## src/adspc_pkg.sv

```systemverilog
/*
 * Shared constants and types for the audio processor control register bank.
 * Assumes a serial port front end that has already assembled whole words.
 */
`default_nettype none
package adspc_pkg;
   // Serial port word addresses.
   localparam logic [10:0] ADDR_CTRL1 = 11'h100;
   localparam logic [10:0] ADDR_CTRL2 = 11'h101;
   localparam logic [10:0] ADDR_SAFE_BASE = 11'h112;
   localparam int SAFE_COUNT = 5;
   // Register widths, writable masks and reset values.
   localparam int CTRL1_W = 14;
   localparam int CTRL2_W = 10;
   localparam logic [13:0] CTRL1_MASK = 14'h36ff;
   localparam logic [9:0] CTRL2_MASK = 10'h3f7;
   localparam logic [13:0] CTRL1_RESET = 14'h0000;
   localparam logic [9:0] CTRL2_RESET = 10'h000;
   // First control register fields.
   localparam int C1_WLEN_LO = 0;
   localparam int C1_FMT_LO = 2;
   localparam int C1_DEEMPH_LO = 4;
   localparam int C1_PDOWN = 6;
   localparam int C1_MUTE = 7;
   localparam int C1_SAFE_GO = 9;
   localparam int C1_HALT = 10;
   localparam int C1_CAPOUT_LO = 12;
   // Second control register fields.
   localparam int C2_CKOUT_LO = 0;
   localparam int C2_CKRATE = 2;
   localparam int C2_CKSEL_LO = 4;
   localparam int C2_SRCSEL_LO = 6;
   localparam int C2_SOUT_EN = 8;
   localparam int C2_RAMP_SLOW = 9;
   // Read-back bit positions.
   localparam int RB_SAFE_DONE = 0;
   localparam int RB_HALT_DONE = 1;
   // Gain scale: unity is 4096, full scale 8192.
   localparam logic [13:0] GAIN_UNITY = 14'h1000;
   localparam logic [13:0] GAIN_FULL = 14'h2000;
   localparam int RAMP_FAST_FRAMES = 1024;
   localparam int RAMP_SLOW_FRAMES = 8192;
   localparam logic [13:0] STEP_FAST = 14'(8192 / RAMP_FAST_FRAMES);
   localparam logic [13:0] STEP_SLOW = 14'(8192 / RAMP_SLOW_FRAMES);
   // Clock out codes.
   localparam logic [1:0] CKOUT_OFF = 2'h0;
   localparam logic [1:0] CKOUT_CORE = 2'h1;
   localparam logic [1:0] CKOUT_HALF = 2'h2;
   localparam logic [1:0] CKOUT_THRU = 2'h3;

   typedef struct packed {
      logic [1:0] capture_out_mode;
      logic [1:0] deemphasis;
      logic [1:0] serial_format;
      logic [1:0] word_length;
   } adspc_format_s;

   typedef struct packed {
      logic [1:0] clock_out_mode;
      logic doubler_on;
      logic [1:0] clock_in_select;
      logic [1:0] serial_source_select;
   } adspc_clock_s;

   typedef struct packed {
      logic data;
      logic frame_clk;
      logic bit_clk;
   } adspc_serial_s;

   typedef struct packed {
      logic [7:0] addr;
      logic [21:0] data;
   } adspc_pair_s;

   typedef enum logic [2:0] {
      SL_IDLE = 3'b001,
      SL_WAIT = 3'b010,
      SL_COPY = 3'b100
   } adspc_safe_e;
endpackage : adspc_pkg
`default_nettype wire

```

## src/adspc_regs.sv

```systemverilog
/*
 * Control register bank of a three channel audio processor: mode bits, mute
 * and halt ramps, safeload copy, clock and serial source selection.
 * Assumes the serial port front end delivers one-cycle write and read strobes
 * with a word address, and that frame_tick_in pulses once per audio frame.
 */
`default_nettype none
`timescale 1ns/1ps
module adspc_regs
(
   input wire logic clock_in,
   input wire logic arst_n_in,
   input wire logic reg_write_in,
   input wire logic reg_read_in,
   input wire logic reg_read_done_in,
   input wire logic [10:0] reg_addr_in,
   input wire logic [29:0] reg_wdata_in,
   output logic [1:0] reg_rdata_out,
   input wire logic frame_tick_in,
   input wire logic [13:0] volume_level_in,
   input wire adspc_pkg::adspc_serial_s serial_source_a_in,
   input wire adspc_pkg::adspc_serial_s serial_source_b_in,
   input wire adspc_pkg::adspc_serial_s serial_source_c_in,
   output adspc_pkg::adspc_serial_s serial_selected_out,
   output adspc_pkg::adspc_serial_s serial_pins_out,
   output logic [2:0] serial_pins_oe_out,
   output adspc_pkg::adspc_format_s format_out,
   output adspc_pkg::adspc_clock_s clock_ctrl_out,
   output logic master_clock_half_out,
   output logic core_clock_enable_out,
   output logic [13:0] gain_out,
   output logic param_we_out,
   output adspc_pkg::adspc_pair_s param_pair_out
);
   logic rst_meta_n, rst_n;
   logic [13:0] ctrl1, next_ctrl1;
   logic [9:0] ctrl2, next_ctrl2;
   logic [13:0] gain, next_gain;
   logic halt_done, next_halt_done;
   logic safe_done, next_safe_done;
   logic [1:0] rdata, next_rdata;
   logic half_clk;
   logic [4:0] pending, next_pending;
   adspc_pkg::adspc_safe_e sl_state, next_sl_state;
   adspc_pkg::adspc_pair_s safe_mem [adspc_pkg::SAFE_COUNT];
   adspc_pkg::adspc_pair_s pair_q, next_pair_q;
   logic we_q, next_we_q;
   logic wr_c1, wr_c2;
   logic [4:0] safe_hit, pick;
   logic [2:0] pick_idx;
   logic [13:0] target, step;
   logic [10:0] safe_off;

   // Reset release through two flops; only the pin resets anything.
   // pin-only reset.
   always_ff @(posedge clock_in or negedge arst_n_in)
   begin
      if (!arst_n_in)
      begin
         rst_meta_n <= 1'b0;
         rst_n <= 1'b0;
      end
      else
      begin
         rst_meta_n <= 1'b1;
         rst_n <= rst_meta_n;
      end
   end

   // Address decode of the two control registers and five safeload slots.
   // control register addresses.
   assign wr_c1 = reg_write_in && (reg_addr_in == adspc_pkg::ADDR_CTRL1);
   assign wr_c2 = reg_write_in && (reg_addr_in == adspc_pkg::ADDR_CTRL2);
   assign safe_off = reg_addr_in - adspc_pkg::ADDR_SAFE_BASE;

   // One hot hit vector for the safeload slots.
   always_comb
   begin
      safe_hit = 5'h00;
      for (int i = 0; i < adspc_pkg::SAFE_COUNT; i++)
         if (reg_write_in && (safe_off == 11'(i)))
            safe_hit[i] = 1'b1;
   end

   // Register writes; unused positions are masked so they are stored as zero.
   // unused bits masked.
   always_comb
   begin
      next_ctrl1 = ctrl1;
      next_ctrl2 = ctrl2;
      if (wr_c1)
         next_ctrl1 = reg_wdata_in[13:0] & adspc_pkg::CTRL1_MASK;
      if (wr_c2)
         next_ctrl2 = reg_wdata_in[9:0] & adspc_pkg::CTRL2_MASK;
   end

   always_ff @(posedge clock_in or negedge rst_n)
   begin
      if (!rst_n)
      begin
         ctrl1 <= adspc_pkg::CTRL1_RESET;
         ctrl2 <= adspc_pkg::CTRL2_RESET;
      end
      else
      begin
         ctrl1 <= next_ctrl1;
         ctrl2 <= next_ctrl2;
      end
   end

   // Mode fields for the serial input, de-emphasis and capture output paths.
   // word length field.
   assign format_out.word_length = ctrl1[adspc_pkg::C1_WLEN_LO +: 2];
   assign format_out.serial_format = ctrl1[adspc_pkg::C1_FMT_LO +: 2];
   assign format_out.deemphasis = ctrl1[adspc_pkg::C1_DEEMPH_LO +: 2];
   assign format_out.capture_out_mode = ctrl1[adspc_pkg::C1_CAPOUT_LO +: 2];

   // Clock tree controls; the code 11 input select is passed on as unused.
   // clock out mode.
   assign clock_ctrl_out.clock_out_mode = ctrl2[adspc_pkg::C2_CKOUT_LO +: 2];
   assign clock_ctrl_out.doubler_on = ctrl2[adspc_pkg::C2_CKRATE];
   assign clock_ctrl_out.clock_in_select = ctrl2[adspc_pkg::C2_CKSEL_LO +: 2];
   assign clock_ctrl_out.serial_source_select = ctrl2[adspc_pkg::C2_SRCSEL_LO +: 2];

   // Halved core clock, high after reset so it runs inverted to a half-rate input.
   // halved and inverted.
   always_ff @(posedge clock_in or negedge rst_n)
   begin
      if (!rst_n)
         half_clk <= 1'b1;
      else
         half_clk <= (ctrl2[adspc_pkg::C2_CKOUT_LO +: 2] == adspc_pkg::CKOUT_HALF) ?
                     !half_clk : 1'b1;
   end
   assign master_clock_half_out = half_clk;

   // Serial source mux; the pins only drive once enabled.
   // source multiplexer.
   always_comb
   begin
      unique case (ctrl2[adspc_pkg::C2_SRCSEL_LO +: 2])
         2'h0: serial_selected_out = serial_source_a_in;
         2'h1: serial_selected_out = serial_source_b_in;
         2'h2: serial_selected_out = serial_source_c_in;
         default: serial_selected_out = '0;
      endcase
   end

   assign serial_pins_out = ctrl2[adspc_pkg::C2_SOUT_EN] ? serial_selected_out : '0;
   assign serial_pins_oe_out = {3{ctrl2[adspc_pkg::C2_SOUT_EN]}};

   // Gain ramp: target zero under mute or halt, else the volume setting clamped to full scale.
   // ramp speed.
   assign step = ctrl2[adspc_pkg::C2_RAMP_SLOW] ? adspc_pkg::STEP_SLOW : adspc_pkg::STEP_FAST;
   assign target = (ctrl1[adspc_pkg::C1_MUTE] || ctrl1[adspc_pkg::C1_HALT]) ? 14'h0000 :
                   ((volume_level_in > adspc_pkg::GAIN_FULL) ? adspc_pkg::GAIN_FULL :
                    volume_level_in);

   always_comb
   begin
      next_gain = gain;
      next_halt_done = ctrl1[adspc_pkg::C1_HALT] && (gain == 14'h0000);
      if (frame_tick_in)
      begin
         if (gain > target)
            next_gain = ((gain - target) > step) ? gain - step : target;
         else if (gain < target)
            next_gain = ((target - gain) > step) ? gain + step : target;
      end
   end

   always_ff @(posedge clock_in or negedge rst_n)
   begin
      if (!rst_n)
      begin
         gain <= adspc_pkg::GAIN_UNITY;
         halt_done <= 1'b0;
      end
      else
      begin
         gain <= next_gain;
         halt_done <= next_halt_done;
      end
   end
   assign gain_out = gain;

   // Core clock gating: power-down or finished halt stop it, no state is lost.
   // clock gate only.
   assign core_clock_enable_out = !ctrl1[adspc_pkg::C1_PDOWN] && !halt_done;

   // Safeload slot storage, written by the serial port.
   always_ff @(posedge clock_in)
   begin
      for (int i = 0; i < adspc_pkg::SAFE_COUNT; i++)
         if (safe_hit[i])
            safe_mem[i] <= reg_wdata_in;
   end

   // Lowest pending slot goes first.
   always_comb
   begin
      pick = 5'h00;
      pick_idx = 3'h0;
      for (int i = adspc_pkg::SAFE_COUNT - 1; i >= 0; i--)
      begin
         if (pending[i])
         begin
            pick = 5'(1) << i;
            pick_idx = 3'(i);
         end
      end
   end

   // Safeload sequencer: waits for a frame boundary, then copies one pair a cycle.
   // copy written slots only.
   always_comb
   begin
      next_sl_state = sl_state;
      next_we_q = 1'b0;
      next_pair_q = pair_q;
      next_pending = pending;
      next_safe_done = safe_done && !(reg_read_done_in && rdata[adspc_pkg::RB_SAFE_DONE]);
      unique case (sl_state)
         adspc_pkg::SL_IDLE:
         begin
            if (wr_c1 && reg_wdata_in[adspc_pkg::C1_SAFE_GO])
               next_sl_state = adspc_pkg::SL_WAIT;
         end
         adspc_pkg::SL_WAIT:
         begin
            if (frame_tick_in)
               next_sl_state = adspc_pkg::SL_COPY;
         end
         adspc_pkg::SL_COPY:
         begin
            if (pending == 5'h00)
            begin
               next_sl_state = adspc_pkg::SL_IDLE;
               next_safe_done = 1'b1;
            end
            else
            begin
               next_we_q = 1'b1;
               next_pair_q = safe_mem[pick_idx];
               next_pending = pending & ~pick;
            end
         end
         default: next_sl_state = adspc_pkg::SL_IDLE;
      endcase
      next_pending = next_pending | safe_hit;
   end

   always_ff @(posedge clock_in or negedge rst_n)
   begin
      if (!rst_n)
      begin
         sl_state <= adspc_pkg::SL_IDLE;
         pending <= 5'h00;
         safe_done <= 1'b0;
         we_q <= 1'b0;
         pair_q <= '0;
      end
      else
      begin
         sl_state <= next_sl_state;
         pending <= next_pending;
         safe_done <= next_safe_done;
         we_q <= next_we_q;
         pair_q <= next_pair_q;
      end
   end
   assign param_we_out = we_q;
   assign param_pair_out = pair_q;

   // Read-back word, latched at every read strobe; zero unless the first register is read.
   always_comb
   begin
      next_rdata = rdata;
      if (reg_read_in)
         next_rdata = (reg_addr_in == adspc_pkg::ADDR_CTRL1) ? {halt_done, safe_done} : 2'h0;
   end

   always_ff @(posedge clock_in or negedge rst_n)
   begin
      if (!rst_n)
         rdata <= 2'h0;
      else
         rdata <= next_rdata;
   end
   assign reg_rdata_out = rdata;
endmodule : adspc_regs
`default_nettype wire

```

## config.mk

```make
export PLATFORM = sky130hd
export DESIGN_NAME = adspc_regs
export DESIGN_NICKNAME = d
export VERILOG_FILES = /design/src/adspc_pkg.sv /design/src/adspc_regs.sv
export SDC_FILE = /design/constraint.sdc
export NUM_CORES = 1
export LEC_CHECK = 0
export CAP_MARGIN = 20
export CORE_AREA = 2 2 144 146
export DETAILED_ROUTE_END_ITERATION = 8
export DIE_AREA = 0 0 146 148
export DONT_BUFFER_PORTS = 1
export PLACE_DENSITY = 0.73
export SETUP_SLACK_MARGIN = 0.5
export SYNTH_ARGS = -nofsm -noshare
export SYNTH_HDL_FRONTEND = slang
export SYNTH_SLANG_ARGS = --single-unit
```

## constraint.sdc

```tcl
create_clock -name clock_in -period 2.5 [get_ports clock_in]
set_clock_uncertainty 0.2 [all_clocks]
set_input_delay 0.125 -clock clock_in [delete_from_list [all_inputs] [get_ports clock_in]]
set_output_delay 0.125 -clock clock_in [all_outputs]
set_load 0.005 [all_outputs]
```

Yosys cells after proc, flatten, opt, wreduce, memory -nomap -nowiden

Memory sizes are Yosys's and may differ from the RTL's. A register that Yosys moved wholly into a read port is not among the register bits.
Cells that the tools add are included.

Reduce and logical (&&, ||, !) cells: 30
Equality and inequality tests: 15
Order comparisons: 5
Add/subtract/negate cells: 5
Mux-type cells: 58
Bitwise operators: 4

Operator list:

| cell                  | number |
|---|---|
| $mux 30               | 4 |
| $reduce_or 30->1      | 4 |
| $mux 14               | 6 |
| $mux 3                | 13 |
| $mux 5                | 7 |
| $gt 14x4->1           | 2 |
| $sub 14x14->14        | 2 |
| $mux 1                | 24 |
| $eq 11x2->1 const B   | 2 |
| $eq 11x9->1 const B   | 2 |
| $pmux 3 s3            | 2 |
| $add 14x4->14         | 1 |
| $gt 14x14->1          | 1 |
| $gt 14x14->1 const B  | 1 |
| $logic_not 14->1      | 1 |
| $lt 14x14->1          | 1 |
| $sub 14x4->14         | 1 |
| $logic_and 1x1->1     | 12 |
| $eq 11x1->1 const B   | 1 |
| $eq 11x3->1 const B   | 1 |
| $logic_not 11->1      | 1 |
| $sub 11x9->11 const B | 1 |
| $ne 2x2->1 const B    | 3 |
| $and 5x5->5           | 1 |
| 17 further kinds      | 23 |

Bits in writable memories: 150
Memories kept: 1
Output and inout bits: 73
Bits in registers: 51
Logic and storage cells: 130

Memory list:

| memory   | depth | bits a word | rd ports | clocked after Yosys merged registers in | wr ports | RTL line         | text |
|---|---|---|---|---|---|---|---|
| safe_mem | 5     | 30          | 1        | 1                                       | 1        | adspc_regs.sv:45 | `adspc_pkg::adspc_pair_s safe_mem [adspc_pkg::SAFE_COUNT];` |

Depth between registers and ports, before layout

Gate-level depths: netlist of run 1.

Depth after elaboration: 11
Mapped depth: 22
Gate-level depth less buffers: 20

Worst setup path after synthesis of run 1

No wires, ideal clock.

Path kind: reg2reg
Start point: register ctrl1[10]
End point: register gain[8] (netlist: gain_out[8])
Stages on the path, launching flop included: 21
Arrival time: 4292 ps
Slack: -2131 ps
Required time: 2161 ps
Path buffers: 1
Cells stage by stage: dfrtp_1 -> nor2_1 -> a21boi_0 -> clkbuf_1 -> nand2_1 -> inv_1 -> ha_1 -> nor2b_1 -> o21a_1 -> nor2_1 -> xnor2_1 -> ha_1 -> nand2_1 -> a21oi_1 -> o211ai_1 -> nor4_1 -> o311ai_1 -> nor4_4 -> nand2_1 -> o311a_1 -> or4_1

Longest elaborated chain between the ends: 7
Elaborated cells on any way between the ends: 14

RTL lines:

| what                   | RTL line          | text |
|---|---|---|
| start, declared        | adspc_regs.sv:36  | `logic [13:0] ctrl1, next_ctrl1;` |
| start signal, assigned | adspc_regs.sv:101 | `ctrl1 <= adspc_pkg::CTRL1_RESET;` |
| start signal, assigned | adspc_regs.sv:106 | `ctrl1 <= next_ctrl1;` |
| $logic_or 1x1->1 *     | adspc_regs.sv:155 | `assign target = (ctrl1[adspc_pkg::C1_MUTE] \|\| ctrl1[adspc_pkg::C1_HALT]) ? 14'h0000 :` |
| $mux 14 *              | adspc_regs.sv:155 |  |
| $sub 14x14->14         | adspc_regs.sv:168 | `next_gain = ((target - gain) > step) ? gain + step : target;` |
| $gt 14x4->1            | adspc_regs.sv:168 |  |
| $mux 14                | adspc_regs.sv:168 |  |
| $mux 14                | adspc_regs.sv:167 | `else if (gain < target)` |
| $mux 14                | adspc_regs.sv:165 | `if (gain > target)` |
| end signal, assigned   | adspc_regs.sv:176 | `gain <= adspc_pkg::GAIN_UNITY;` |
| end signal, assigned   | adspc_regs.sv:181 | `gain <= next_gain;` |
| end, declared          | adspc_regs.sv:38  | `logic [13:0] gain, next_gain;` |

Every way passes the cells marked *; elsewhere a longest branch is shown, timed or not. The select of a mux whose other input is x is not followed.
A chain may end at the register's enable or synchronous reset.

Worst setup path in the final report of run 1

Start point: register ctrl1[7]
End point: register gain[11] (netlist: gain_out[11])

Same word-level chain as after synthesis.

==> results of run 1 <==
-- kinds of logic after synthesis --
logic type	synth area share
flops	0.569
fa+ha+maj	0.0440
mux	0.119
buf+inv	0.0401
other cells	0.000328
xor+xnor	0.0161
compound gates	0.0946
simple gates	0.117
-- flip-flops by register name, summed over array words and instances, names as in the netlist --
signal and flops:
ctrl1 11, ctrl2 9, gain_out 14, halt_done 1, master_clock_half_out 1, param_pair_out 30
param_we_out 1, pending 5, reg_rdata_out 2, rst_meta_n 1, rst_n 1, safe_done 1
safe_mem 150, sl_state 3
-- through the flow --
step | instance area (um2) | utilization
3_5_place_dp | 13100 | 0.655
3_3_place_gp | 13100 | 0.655
6_report | 15000 | 0.748
5_1_grt | 15000 | 0.747
4_1_cts | 14700 | 0.732
2_1_floorplan | 11600 | -
-- what timing repair did --
item / CTS / global route
hold buffers: 46 / 4
gates cloned: 4 / 3
pin swaps: 5 / 28
buffers inserted: 12 / 4
gates resized for setup: 54 / 49
endpoints found under the hold margin: 337 / 70
endpoints found under the setup margin: 46 / 207
-- metal layers --
layer / global-route usage / up-vias / part of all wire
met1: 0.401 / 4430 / 0.39
met3: 0.0540 / 61 / 0.088
met2: 0.525 / 507 / 0.50
met5: 0 / - / 0
met4: 0.0757 / 0 / 0.024
li1: - / 3888 / -
-- layout by cell type, fill, tap and decap left out, drive strengths merged, types with 9 or more instances in the layout --
cell type / instances
nor2: 44
nor3: 20
nand2: 123
mux2i: 56
edfxtp: 150
a21oi: 30
mux2: 11
a21o: 13
nand3: 25
inv: 42
dfrtp: 77
dlygate4sd3: 48
xnor2: 17
buf: 202
mux4: 30
o21a: 12
nor2b: 9
clkbuf: 29
o21ai: 66
ha: 37
-- synth_stat cells, types with 7 or more instances --
cell,instances
nor2b_1,9
xnor2_1,17
nor3_1,20
buf_4,19
edfxtp_1,150
a21oi_1,30
nand3_1,25
nor3b_1,8
and2_1,8
nand2_1,123
mux2_2,11
nand2b_1,7
o22ai_1,7
o21a_1,12
dfrtp_1,77
o21ai_1,8
mux2i_1,56
mux4_2,30
a21o_1,13
o21ai_0,58
inv_1,40
ha_1,37
nor4_1,7
clkbuf_1,28
nor2_1,44
nand4_1,7
-- worst max-delay path, stage by stage (launching register included) --
cell and delay, ns:
dfrtp_1 0.42, nor2_4 0.15, a21boi_4 0.21, buf_6 0.15
nand2_8 0.05, inv_4 0.05, ha_4 0.20, nand2b_4 0.08
nand2b_4 0.05, a21oi_2 0.14, xnor2_1 0.10, ha_1 0.32
nand2_2 0.09, a221oi_2 0.22, o2111ai_1 0.15, nor4_1 0.23
nor4b_2 0.25, nand4_1 0.15, buf_6 0.17, buf_6 0.12
mux2_2 0.27, a22oi_2 0.17, o221ai_2 0.11
-- cell type report --
class | count | area share
inverter | 41 | 0.0118
tap | 270 | 0.0226
clock inverter | 15 | 0.0109
multi-input combinational | 611 | 0.324
timing repair buffer | 253 | 0.155
antenna | 3 | 0.000501
clock buffer | 27 | 0.0408
sequential | 230 | 0.435
-- how the worst max path moves through the flow --
stage	slack (ns)	end	cells after the start
final	-1.67	gain_out[11]$_DFFE_PN0P_	22
after global placement	-1.75	gain_out[8]$_DFFE_PN0P_	17
after detailed placement	-1.83	gain_out[6]$_DFFE_PN0P_	21
after CTS	-1.64	gain_out[8]$_DFFE_PN0P_	20
after global routing	-1.82	gain_out[9]$_DFFE_PN0P_	22
after floorplan	-1.59	gain_out[8]$_DFFE_PN0P_	21
-- power by group through the flow --
| stage | Clock [uW] | Sequential (uW) | Combinational [uW] |
|---|---|---|---|
| floorplan | 0 | 4390 | 2390 |
| global placement | 0 | 4310 | 4340 |
| detailed placement | 0 | 4310 | 4370 |
| CTS | 3560 | 4240 | 4600 |
| global route | 3710 | 4250 | 5180 |
| finish | 3550 | 4240 | 4830 |
==> impl_metrics.csv, run 1 <==
group,metric,value,unit
sta,finalSetupViolCount,14,
sta,finalWorstSetupSlack,-1.67,ns
worst_setup_path,r2r-start,"ctrl1[7]$_DFFE_PN0P_",
worst_setup_path,worstPathRequired,2.68,ns
synth,netlist.area_leader.share,0.394,
layout,fin_nets,1269,
sta,rsz0062_at_grt,"true",
clock_network,clk_pin_slew,0.07,ns
global_route,grt_max_degree,38,
die,rows,52,
power_and_ir_drop,finalPower,12600,uW
synth,synth_nets,1048,
run_status,violations,"hold timing, setup timing",
die,ioPinCount,143,
run_status,status,"finished, violations left",
worst_setup_path,reg2reg_to,"gain_out[11]$_DFFE_PN0P_",
power_and_ir_drop,pwr-share-seq,0.336,
synth,synth-edff-count,150,
placement,gp_congestion,0.973,
layout,instances_no_fill,1450,
route,first_iter_violations,846,
die,fp.coreArea,0.0200,mm2
layout,drive_above_1_share,0.302,
placement,dpl.hpwl,20.9,mm
worst_hold_path,hold_start,"volume_level_in[0]",
route,post_drt_via_cell_ratio,6.13,
global_route,grt_pass1_wl,50.3,mm
power_and_ir_drop,p_comb_frac,0.383,
layout,register_area,0.00651,mm2
sta,maxSlewHeadroom,0.595,
die,start_util,0.571,
clock_network,cts_tree,"done",
sta,worstMarginPinSlew,0.608,ns
sta,clock.fmax,0.240,GHz
clock_network,cts-htree-levels,1,
route,drt_wl_total,34.0,mm
route,firstDrtPassIters,6,
power_and_ir_drop,p_int,8560,uW
synth,ys_ff_latch,230,
global_route,overflow,0,
synth,syn-mean-instance-area,12.2,um2
power_and_ir_drop,vdd_drop_max,0.616,mV
clock_network,clkSinkCount,230,
placement,placedCellCount,1332,
die,die-area,0.0216,mm2
power_and_ir_drop,p_per_area,843,mW/mm2
run,maxCapViolations,0,
route,drc,0,
placement,pre_cts_slack,-1.83,ns
layout,fillers,1255,
die,fp.dieH,148,um
clock_network,root_buffer,"clkbuf_16",
sta,timing.hold.ws,-0.144,ns
worst_hold_path,worstHoldPathCells,4,
sta,maxSlewViolCount,0,
synth,netlist_area,0.0114,mm2
route,wl_per_cell,23.4,um
sta,hold_viol,9,
worst_setup_path,rrSetupSlack,-1.67,ns
global_route,antenna_found_initial,3,
worst_setup_path,critPathMaxFanout,5,
clock_network,cts_made_buffers,23,
route,drtAntennaViolNets,0,
clock_network,clk_latency,0.51,ns
global_route,first_global_vias,9060,
worst_setup_path,worst-setup-path-type,"register to register",
power_and_ir_drop,clkPwrFrac,0.281,
sta,fin_tns_setup,-22.22,ns
worst_setup_path,worstSetupStartpointType,"register",
worst_hold_path,hold_class,"input port to register",
synth,ys.flop_type,"edfxtp_1",
placement,port_buffers,0,
power_and_ir_drop,p_leak,0.00624,uW
power_and_ir_drop,p_sw,4060,uW
layout,area_growth,30.9,%
synth,synth_top_cell_by_area,"edfxtp_1",
sta,fin_crit,4.17,ns
global_route,track_usage,0.303,
worst_hold_path,min_to,"gain_out[0]$_DFFE_PN0P_",
worst_setup_path,cp-end-kind,"register",
synth,yosys-top-cells-area,"edfxtp_1 39%, dfrtp_1 17%, mux4_2 5.9%",
layout,multi_input_area,0.00485,mm2
synth,synthCells,939,
synth,seq_area_frac_synth,0.569,
synth,synth_cell_types,68,
worst_setup_path,ff2ff_path_depth,22,
clock_network,cts.path.max_buffers,3,
die,die_w,146,um
worst_setup_path,crit_path_start,"ctrl1[7]$_DFFE_PN0P_",
power_and_ir_drop,switching_share,0.322,
route,dr_total_vias,8886,
synth,synth_warnings,0,
synth,synthArstFlopShare,0.348,
sta,fin_crit_sh,1.67,
worst_setup_path,crit_arrival,4.35,ns
No activity file was read; power rests on OpenSTA's default activity.
==> run 2, diff against run 1 <==
--- a/config.mk
+++ b/config.mk
@@ -6,11 +6,11 @@
 export NUM_CORES = 1
 export LEC_CHECK = 0
 export CAP_MARGIN = 20
-export CORE_AREA = 2 2 144 146
+export CORE_AREA = 2 2 103 204
 export DETAILED_ROUTE_END_ITERATION = 8
-export DIE_AREA = 0 0 146 148
+export DIE_AREA = 0 0 105 206
 export DONT_BUFFER_PORTS = 1
-export PLACE_DENSITY = 0.73
+export PLACE_DENSITY = 0.72
 export SETUP_SLACK_MARGIN = 0.5
 export SYNTH_ARGS = -nofsm -noshare
 export SYNTH_HDL_FRONTEND = slang
==> run 2 against run 1 <==
The run still ends with hold timing, setup timing left. Register-to-register slack improved by 0.05 ns. Highest routed layer unchanged. Combinational power about the same. Design area decreased by 0.35%. Non-clock buffer count increased by 6. Hold slack got worse by 0.051 ns. Critical path depth decreased by 2. Routed wire length increased by 0.44%. Largest cell class unchanged. First-iteration DRC count decreased by 28%. Total power decreased by 2.2%. Via count decreased by 2.1%. Core utilization decreased by 0.80 points.
==> impl_metrics.csv, run 2 (synthesized netlist as in run 1, its figures left out) <==
group,metric,value,unit
run_status,status,"finished, violations left",
run_status,violations,"hold timing, setup timing",
clock_network,clk_pin_slew,0.07,ns
power_and_ir_drop,vdd_drop_max,0.747,mV
layout,top_register,"safe_mem",
clock_network,cts_tree,"done",
clock_network,cts-htree-levels,1,
layout,final_cell_mix,"183 x buf_4, 150 x edfxtp_1, 117 x nand2_1, 74 x dfrtp_1, 49 x mux2i_1",
clock_network,cts.path.max_buffers,3,
placement,dpl.hpwl,21.5,mm
die,ioPinCount,143,
sta,fin_crit_sh,1.65,
worst_setup_path,cp_slowest_cell,"or4_1",
sta,rsz0062_at_grt,"true",
die,rows,74,
sta,timing.hold.ws,-0.195,ns
die,start_util,0.567,
global_route,overflow,0,
sta,finalSetupViolCount,14,
layout,antenna_cells,0,
worst_hold_path,hold_class,"input port to register",
route,post_drt_via_cell_ratio,6.03,
layout,largest_register_ffs,150,
route,dr_total_vias,8702,
power_and_ir_drop,finalPower,12300,uW
worst_setup_path,cp-end-kind,"register",
layout,fillers,1352,
worst_setup_path,max_stage_delay,0.51,ns
placement,gp_congestion,0.923,
sta,fin_crit,4.13,ns
layout,final_common_cell,"buf_4",
power_and_ir_drop,p_per_area,827,mW/mm2
route,firstDrtPassIters,5,
worst_setup_path,worstPathRequired,2.68,ns
route,drtAntennaViolNets,0,
layout,multi_input_area,0.00483,mm2
die,die-area,0.0216,mm2
sta,hold_viol,6,
run,maxCapViolations,0,
sta,worstMarginPinSlew,0.746,ns
global_route,first_global_vias,8949,
layout,fin_nets,1272,
worst_setup_path,worstSetupStartpointType,"register",
clock_network,cts_made_buffers,20,
worst_setup_path,critPathMaxFanout,4,
route,first_iter_violations,606,
sta,clock.fmax,0.242,GHz
die,fp.dieH,206,um
placement,port_buffers,0,
route,drc,0,
clock_network,clk_latency,0.51,ns
sta,finalWorstSetupSlack,-1.63,ns
layout,area_growth,30.4,%
sta,maxSlewHeadroom,0.501,
route,wl_per_cell,23.6,um
die,die_w,105,um
route,drt_wl_total,34.1,mm
die,fp.coreArea,0.0202,mm2
power_and_ir_drop,p_leak,0.00625,uW
worst_setup_path,crit_arrival,4.30,ns
clock_network,clkSinkCount,230,
layout,drive_above_1_share,0.305,
worst_setup_path,worst-setup-path-type,"register to register",
global_route,grt_max_degree,42,
clock_network,root_buffer,"clkbuf_16",
global_route,antenna_found_initial,0,
global_route,track_usage,0.304,
worst_setup_path,path_cells,"nor2_2, a21boi_4, buf_6, nand2_8, inv_4, ha_4, nor2b_4, o21a_1, nor2_2, xnor2_1, ha_1, nand2_1, a21oi_2, o211ai_1, nor4_2, o311ai_2, nor4_4, nand2_1, o311a_1, or4_1",
layout,register_area,0.00652,mm2
sta,maxSlewViolCount,0,
global_route,grt_pass1_wl,50.3,mm
==> run 2: cell count changes in the layout (fill, tap and decap cells not counted), moves of 3 or more <==
cell,change
buf_4,+10
dlygate4sd3_1,-6
clkinv_2,-5
o21ai_0,+4
diode_2,-3
==> run 2: critical path, delay by kind of cell (launching register included) <==
| family | cells | cell delay, ns |
|---|---|---|
| and+or+nand+nor | 9 | 1.69 |
| AOI/OAI and AO/OA | 6 | 0.92 |
| adders and majority gates | 2 | 0.52 |
| DFF | 1 | 0.40 |
| buffers and inverters | 2 | 0.20 |
| xor gates and xnor gates | 1 | 0.08 |
==> run 2: report_power, final <==
group / switching [uW] / internal (uW)
Clock: 1450 / 1810
Sequential: 75.4 / 4160
Combinational: 2490 / 2370
Total: 4010 / 8330
==> run 2: area by class of cell <==
| type | instances | area share |
|---|---|---|
| Sequential cell | 230 | 0.437 |
| Multi-Input combinational cell | 611 | 0.324 |
| Timing Repair Buffer | 259 | 0.159 |
| Clock buffer | 25 | 0.0368 |
| Tap cell | 266 | 0.0223 |
| Inverter | 41 | 0.0118 |
| Clock inverter | 11 | 0.00964 |
==> run 2: worst paths after layout <==
check	from	to	slack, ns	cells after the start
max	ctrl1[7]$_DFFE_PN0P_	gain_out[8]$_DFFE_PN0P_	-1.63	20
min	volume_level_in[0]	gain_out[0]$_DFFE_PN0P_	-0.20	4
max reg2reg	ctrl1[7]$_DFFE_PN0P_	gain_out[8]$_DFFE_PN0P_	-1.63	20
min reg2reg	rst_meta_n$_DFF_PN0_	rst_n$_DFF_PN0_	0.16	0
max in group asynchronous	rst_n$_DFF_PN0_	param_pair_out[10]$_DFFE_PN0P_	1.21	1
min in group asynchronous	rst_n$_DFF_PN0_	param_pair_out[28]$_DFFE_PN0P_	0.17	0
==> run 2: through the flow <==
step           instances  instance area (um2)  utilization  TNS [ns]  setup WS, ns
2_1_floorplan        939                11600            -    -20.64         -1.59
3_3_place_gp        1335                13200        0.652    -22.44         -1.69
3_5_place_dp        1335                13200        0.652    -24.29         -1.83
4_1_cts             1427                14600        0.723    -22.72         -1.72
5_1_grt             1443                14900        0.740    -25.55         -1.94
6_report            1443                14900        0.740    -21.44         -1.63
==> run 2: repair_timing <==
| item | CTS | global route |
|---|---|---|
| pin swaps | 17 | 29 |
| endpoints found under the setup margin | 43 | 203 |
| buffers inserted | 10 | 9 |
| hold buffers | 43 | 3 |
| gates cloned | 3 | 4 |
| resized for setup | 61 | 46 |
| endpoints found under the hold margin | 347 | 43 |
==> run 2: routing by layer <==
| layer | vias to the layer above | track usage | wire length, um |
|---|---|---|---|
| met3 | 73 | 0.0476 | 2350 |
| met2 | 444 | 0.547 | 18000 |
| li1 | 3898 | - | - |
| met1 | 4287 | 0.375 | 12700 |
| met4 | 0 | 0.0971 | 1020 |
| met5 | - | 0 | 0 |
==> run 3, diff against run 2 <==
--- a/config.mk
+++ b/config.mk
@@ -10,6 +10,7 @@
 export DETAILED_ROUTE_END_ITERATION = 8
 export DIE_AREA = 0 0 105 206
 export DONT_BUFFER_PORTS = 1
+export MAX_ROUTING_LAYER = met4
 export PLACE_DENSITY = 0.72
 export SETUP_SLACK_MARGIN = 0.5
 export SYNTH_ARGS = -nofsm -noshare
==> run 3 against run 2 <==
The flow still finishes with violations (hold timing, setup timing). Via count decreased by 2.1%. Die area is the same. Combinational power barely moved. Non-clock buffer count decreased by 4. Global-route usage down 0.51 points. Hold slack got worse by 0.040 ns. Count of clock-buffer cells in the layout up 4. Sequential cell count unchanged. Core utilization grew 0.27 points. Clock power shrank 5%. Register-to-register slack worse by 0.02 ns. Critical path depth increased by 1. Largest power group unchanged.
==> impl_metrics.csv, run 3 (synthesized netlist as in run 1, its figures left out) <==
group,metric,value,unit
placement,dpl.hpwl,20.7,mm
power_and_ir_drop,p_leak,0.00627,uW
power_and_ir_drop,p_comb_frac,0.399,
global_route,overflow,0,
sta,fin_crit_sh,1.66,
layout,fin_nets,1268,
die,start_util,0.567,
worst_setup_path,worstSetupStartpointType,"register",
sta,rsz0062_at_grt,"true",
layout,instances_no_fill,1439,
placement,port_buffers,0,
layout,fillers,1364,
worst_setup_path,critPathMaxFanout,4,
run,maxCapViolations,0,
layout,final_common_cell,"buf_4",
route,wl_per_cell,22.9,um
clock_network,cts-htree-levels,1,
die,rows,74,
worst_setup_path,path_cells,"nor2_2, a21boi_4, buf_6, nand2_8, inv_4, ha_4, nor2b_4, o21a_1, nor2_1, xnor2_1, ha_1, nand2_1, a21oi_1, o211ai_1, nor4_2, o311ai_2, nor4_4, buf_4, nand2_2, o311a_1, or4_1",
global_route,grt_max_degree,50,
run_status,status,"finished, violations left",
power_and_ir_drop,p_int,8250,uW
worst_setup_path,worst-setup-path-type,"register to register",
placement,pre_cts_slack,-1.83,ns
sta,fin_crit,4.15,ns
global_route,track_usage,0.299,
route,post_drt_via_cell_ratio,5.92,
clock_network,cts_tree,"done",
die,fp.coreArea,0.0202,mm2
clock_network,clk_pin_slew,0.07,ns
route,drtAntennaViolNets,0,
sta,fin_tns_setup,-21.48,ns
sta,worstMarginPinSlew,0.765,ns
worst_setup_path,max_stage_delay,0.51,ns
global_route,first_global_vias,8717,
global_route,antenna_found_initial,0,
sta,finalWorstSetupSlack,-1.65,ns
sta,maxSlewHeadroom,0.489,
clock_network,clkSinkCount,230,
placement,gp_congestion,0.947,
sta,timing.hold.ws,-0.235,ns
layout,antenna_cells,0,
route,dr_total_vias,8521,
route,first_iter_violations,583,
layout,largest_register_ffs,150,
placement,placedCellCount,1315,
die,fp.dieH,206,um
power_and_ir_drop,p_per_area,816,mW/mm2
sta,clock.fmax,0.241,GHz
route,drt_wl_total,32.9,mm
sta,maxSlewViolCount,0,
worst_setup_path,cp-end-kind,"register",
sta,hold_viol,9,
global_route,grt_pass1_wl,48.1,mm
worst_setup_path,cp_slowest_cell,"or4_1",
layout,final_cell_mix,"173 x buf_4, 150 x edfxtp_1, 115 x nand2_1, 73 x dfrtp_1, 50 x mux2i_1",
sta,finalSetupViolCount,14,
power_and_ir_drop,switching_share,0.326,
worst_setup_path,worstPathRequired,2.67,ns
die,die-area,0.0216,mm2
power_and_ir_drop,p_sw,3980,uW
run_status,violations,"hold timing, setup timing",
die,die_w,105,um
layout,final_core_util,0.742,
power_and_ir_drop,pwr-share-seq,0.346,
clock_network,cts_made_buffers,20,
route,drc,0,
power_and_ir_drop,vdd_drop_max,0.707,mV
layout,drive_above_1_share,0.309,
power_and_ir_drop,clkPwrFrac,0.255,
clock_network,clk_latency,0.51,ns
worst_setup_path,path_buf_inv,3,
clock_network,root_buffer,"clkbuf_16",
worst_setup_path,critPathTopFamily,"simple AND/OR/NAND/NOR gates",
layout,area_growth,30.9,%
layout,top_register,"safe_mem",
worst_hold_path,hold_class,"input port to register",
route,firstDrtPassIters,5,
worst_setup_path,crit_arrival,4.32,ns
die,ioPinCount,143,
clock_network,cts.path.max_buffers,3,
==> run 3: layer usage <==
metal,up-vias,global-route usage,part of all wire
met5,-,-,0
met4,0,0.0995,0.029
met3,60,0.0523,0.065
met2,368,0.511,0.52
met1,4208,0.361,0.39
li1,3885,-,-
==> run 3: timing repair <==
action	in CTS	in global routing
pin swaps	26	37
endpoints found under the setup margin	44	203
hold endpoints to repair	346	50
setup buffers	14	14
cloned	5	4
hold buffers	47	4
resized for setup	66	65
==> run 3: layout make-up <==
type / instances / area [um2] / area share
clock buffers: 29 / 576 / 0.0384
clock inverters: 7 / 81.3 / 0.00543
inverters: 41 / 184 / 0.0123
multi-input cells: 611 / 4910 / 0.328
flip-flops and latches: 230 / 6520 / 0.435
well taps: 266 / 333 / 0.0222
repair buffers: 255 / 2380 / 0.159
==> run 3: worst reg2reg max path, cell delays in order (launching register included) <==
cell	delay, ns
dfrtp_1	0.39
nor2_2	0.13
a21boi_4	0.21
buf_6	0.15
nand2_8	0.05
inv_4	0.05
ha_4	0.20
nor2b_4	0.13
o21a_1	0.17
nor2_1	0.12
xnor2_1	0.09
ha_1	0.30
nand2_1	0.05
a21oi_1	0.12
o211ai_1	0.12
nor4_2	0.28
o311ai_2	0.18
nor4_4	0.22
buf_4	0.20
nand2_2	0.05
o311a_1	0.11
or4_1	0.51
==> run 3: path summary, 6_finish.rpt <==
check	to	startpoint	slack, ns	cells after the start
setup / recovery	gain_out[8]$_DFFE_PN0P_	ctrl1[7]$_DFFE_PN0P_	-1.65	21
hold / removal	gain_out[0]$_DFFE_PN0P_	volume_level_in[0]	-0.23	4
setup reg to reg	gain_out[8]$_DFFE_PN0P_	ctrl1[7]$_DFFE_PN0P_	-1.65	21
hold reg to reg	ctrl1[3]$_DFFE_PN0P_	rst_n$_DFF_PN0_	0.09	0
max in group asynchronous	sl_state[0]$_DFFE_PN1P_	rst_n$_DFF_PN0_	1.30	1
min in group asynchronous	ctrl1[3]$_DFFE_PN0P_	rst_n$_DFF_PN0_	0.09	0
==> run 3: power groups by stage <==
stage          logic (uW)  clock network, uW  registers [uW]
3_3_place_gp         4320                  0            4300
6_report             4880               3110            4230
2_1_floorplan        2390                  0            4390
4_1_cts              4570               3130            4230
5_1_grt              5270               3270            4240
3_5_place_dp         4350                  0            4310
==> run 3: per-stage QoR <==
step	total power [uW]	area, um2
final	12200	15000
after global routing	12800	15000
after CTS	11900	14500
after detailed placement	8660	13000
after global placement	8620	13000
after floorplan	6790	11600
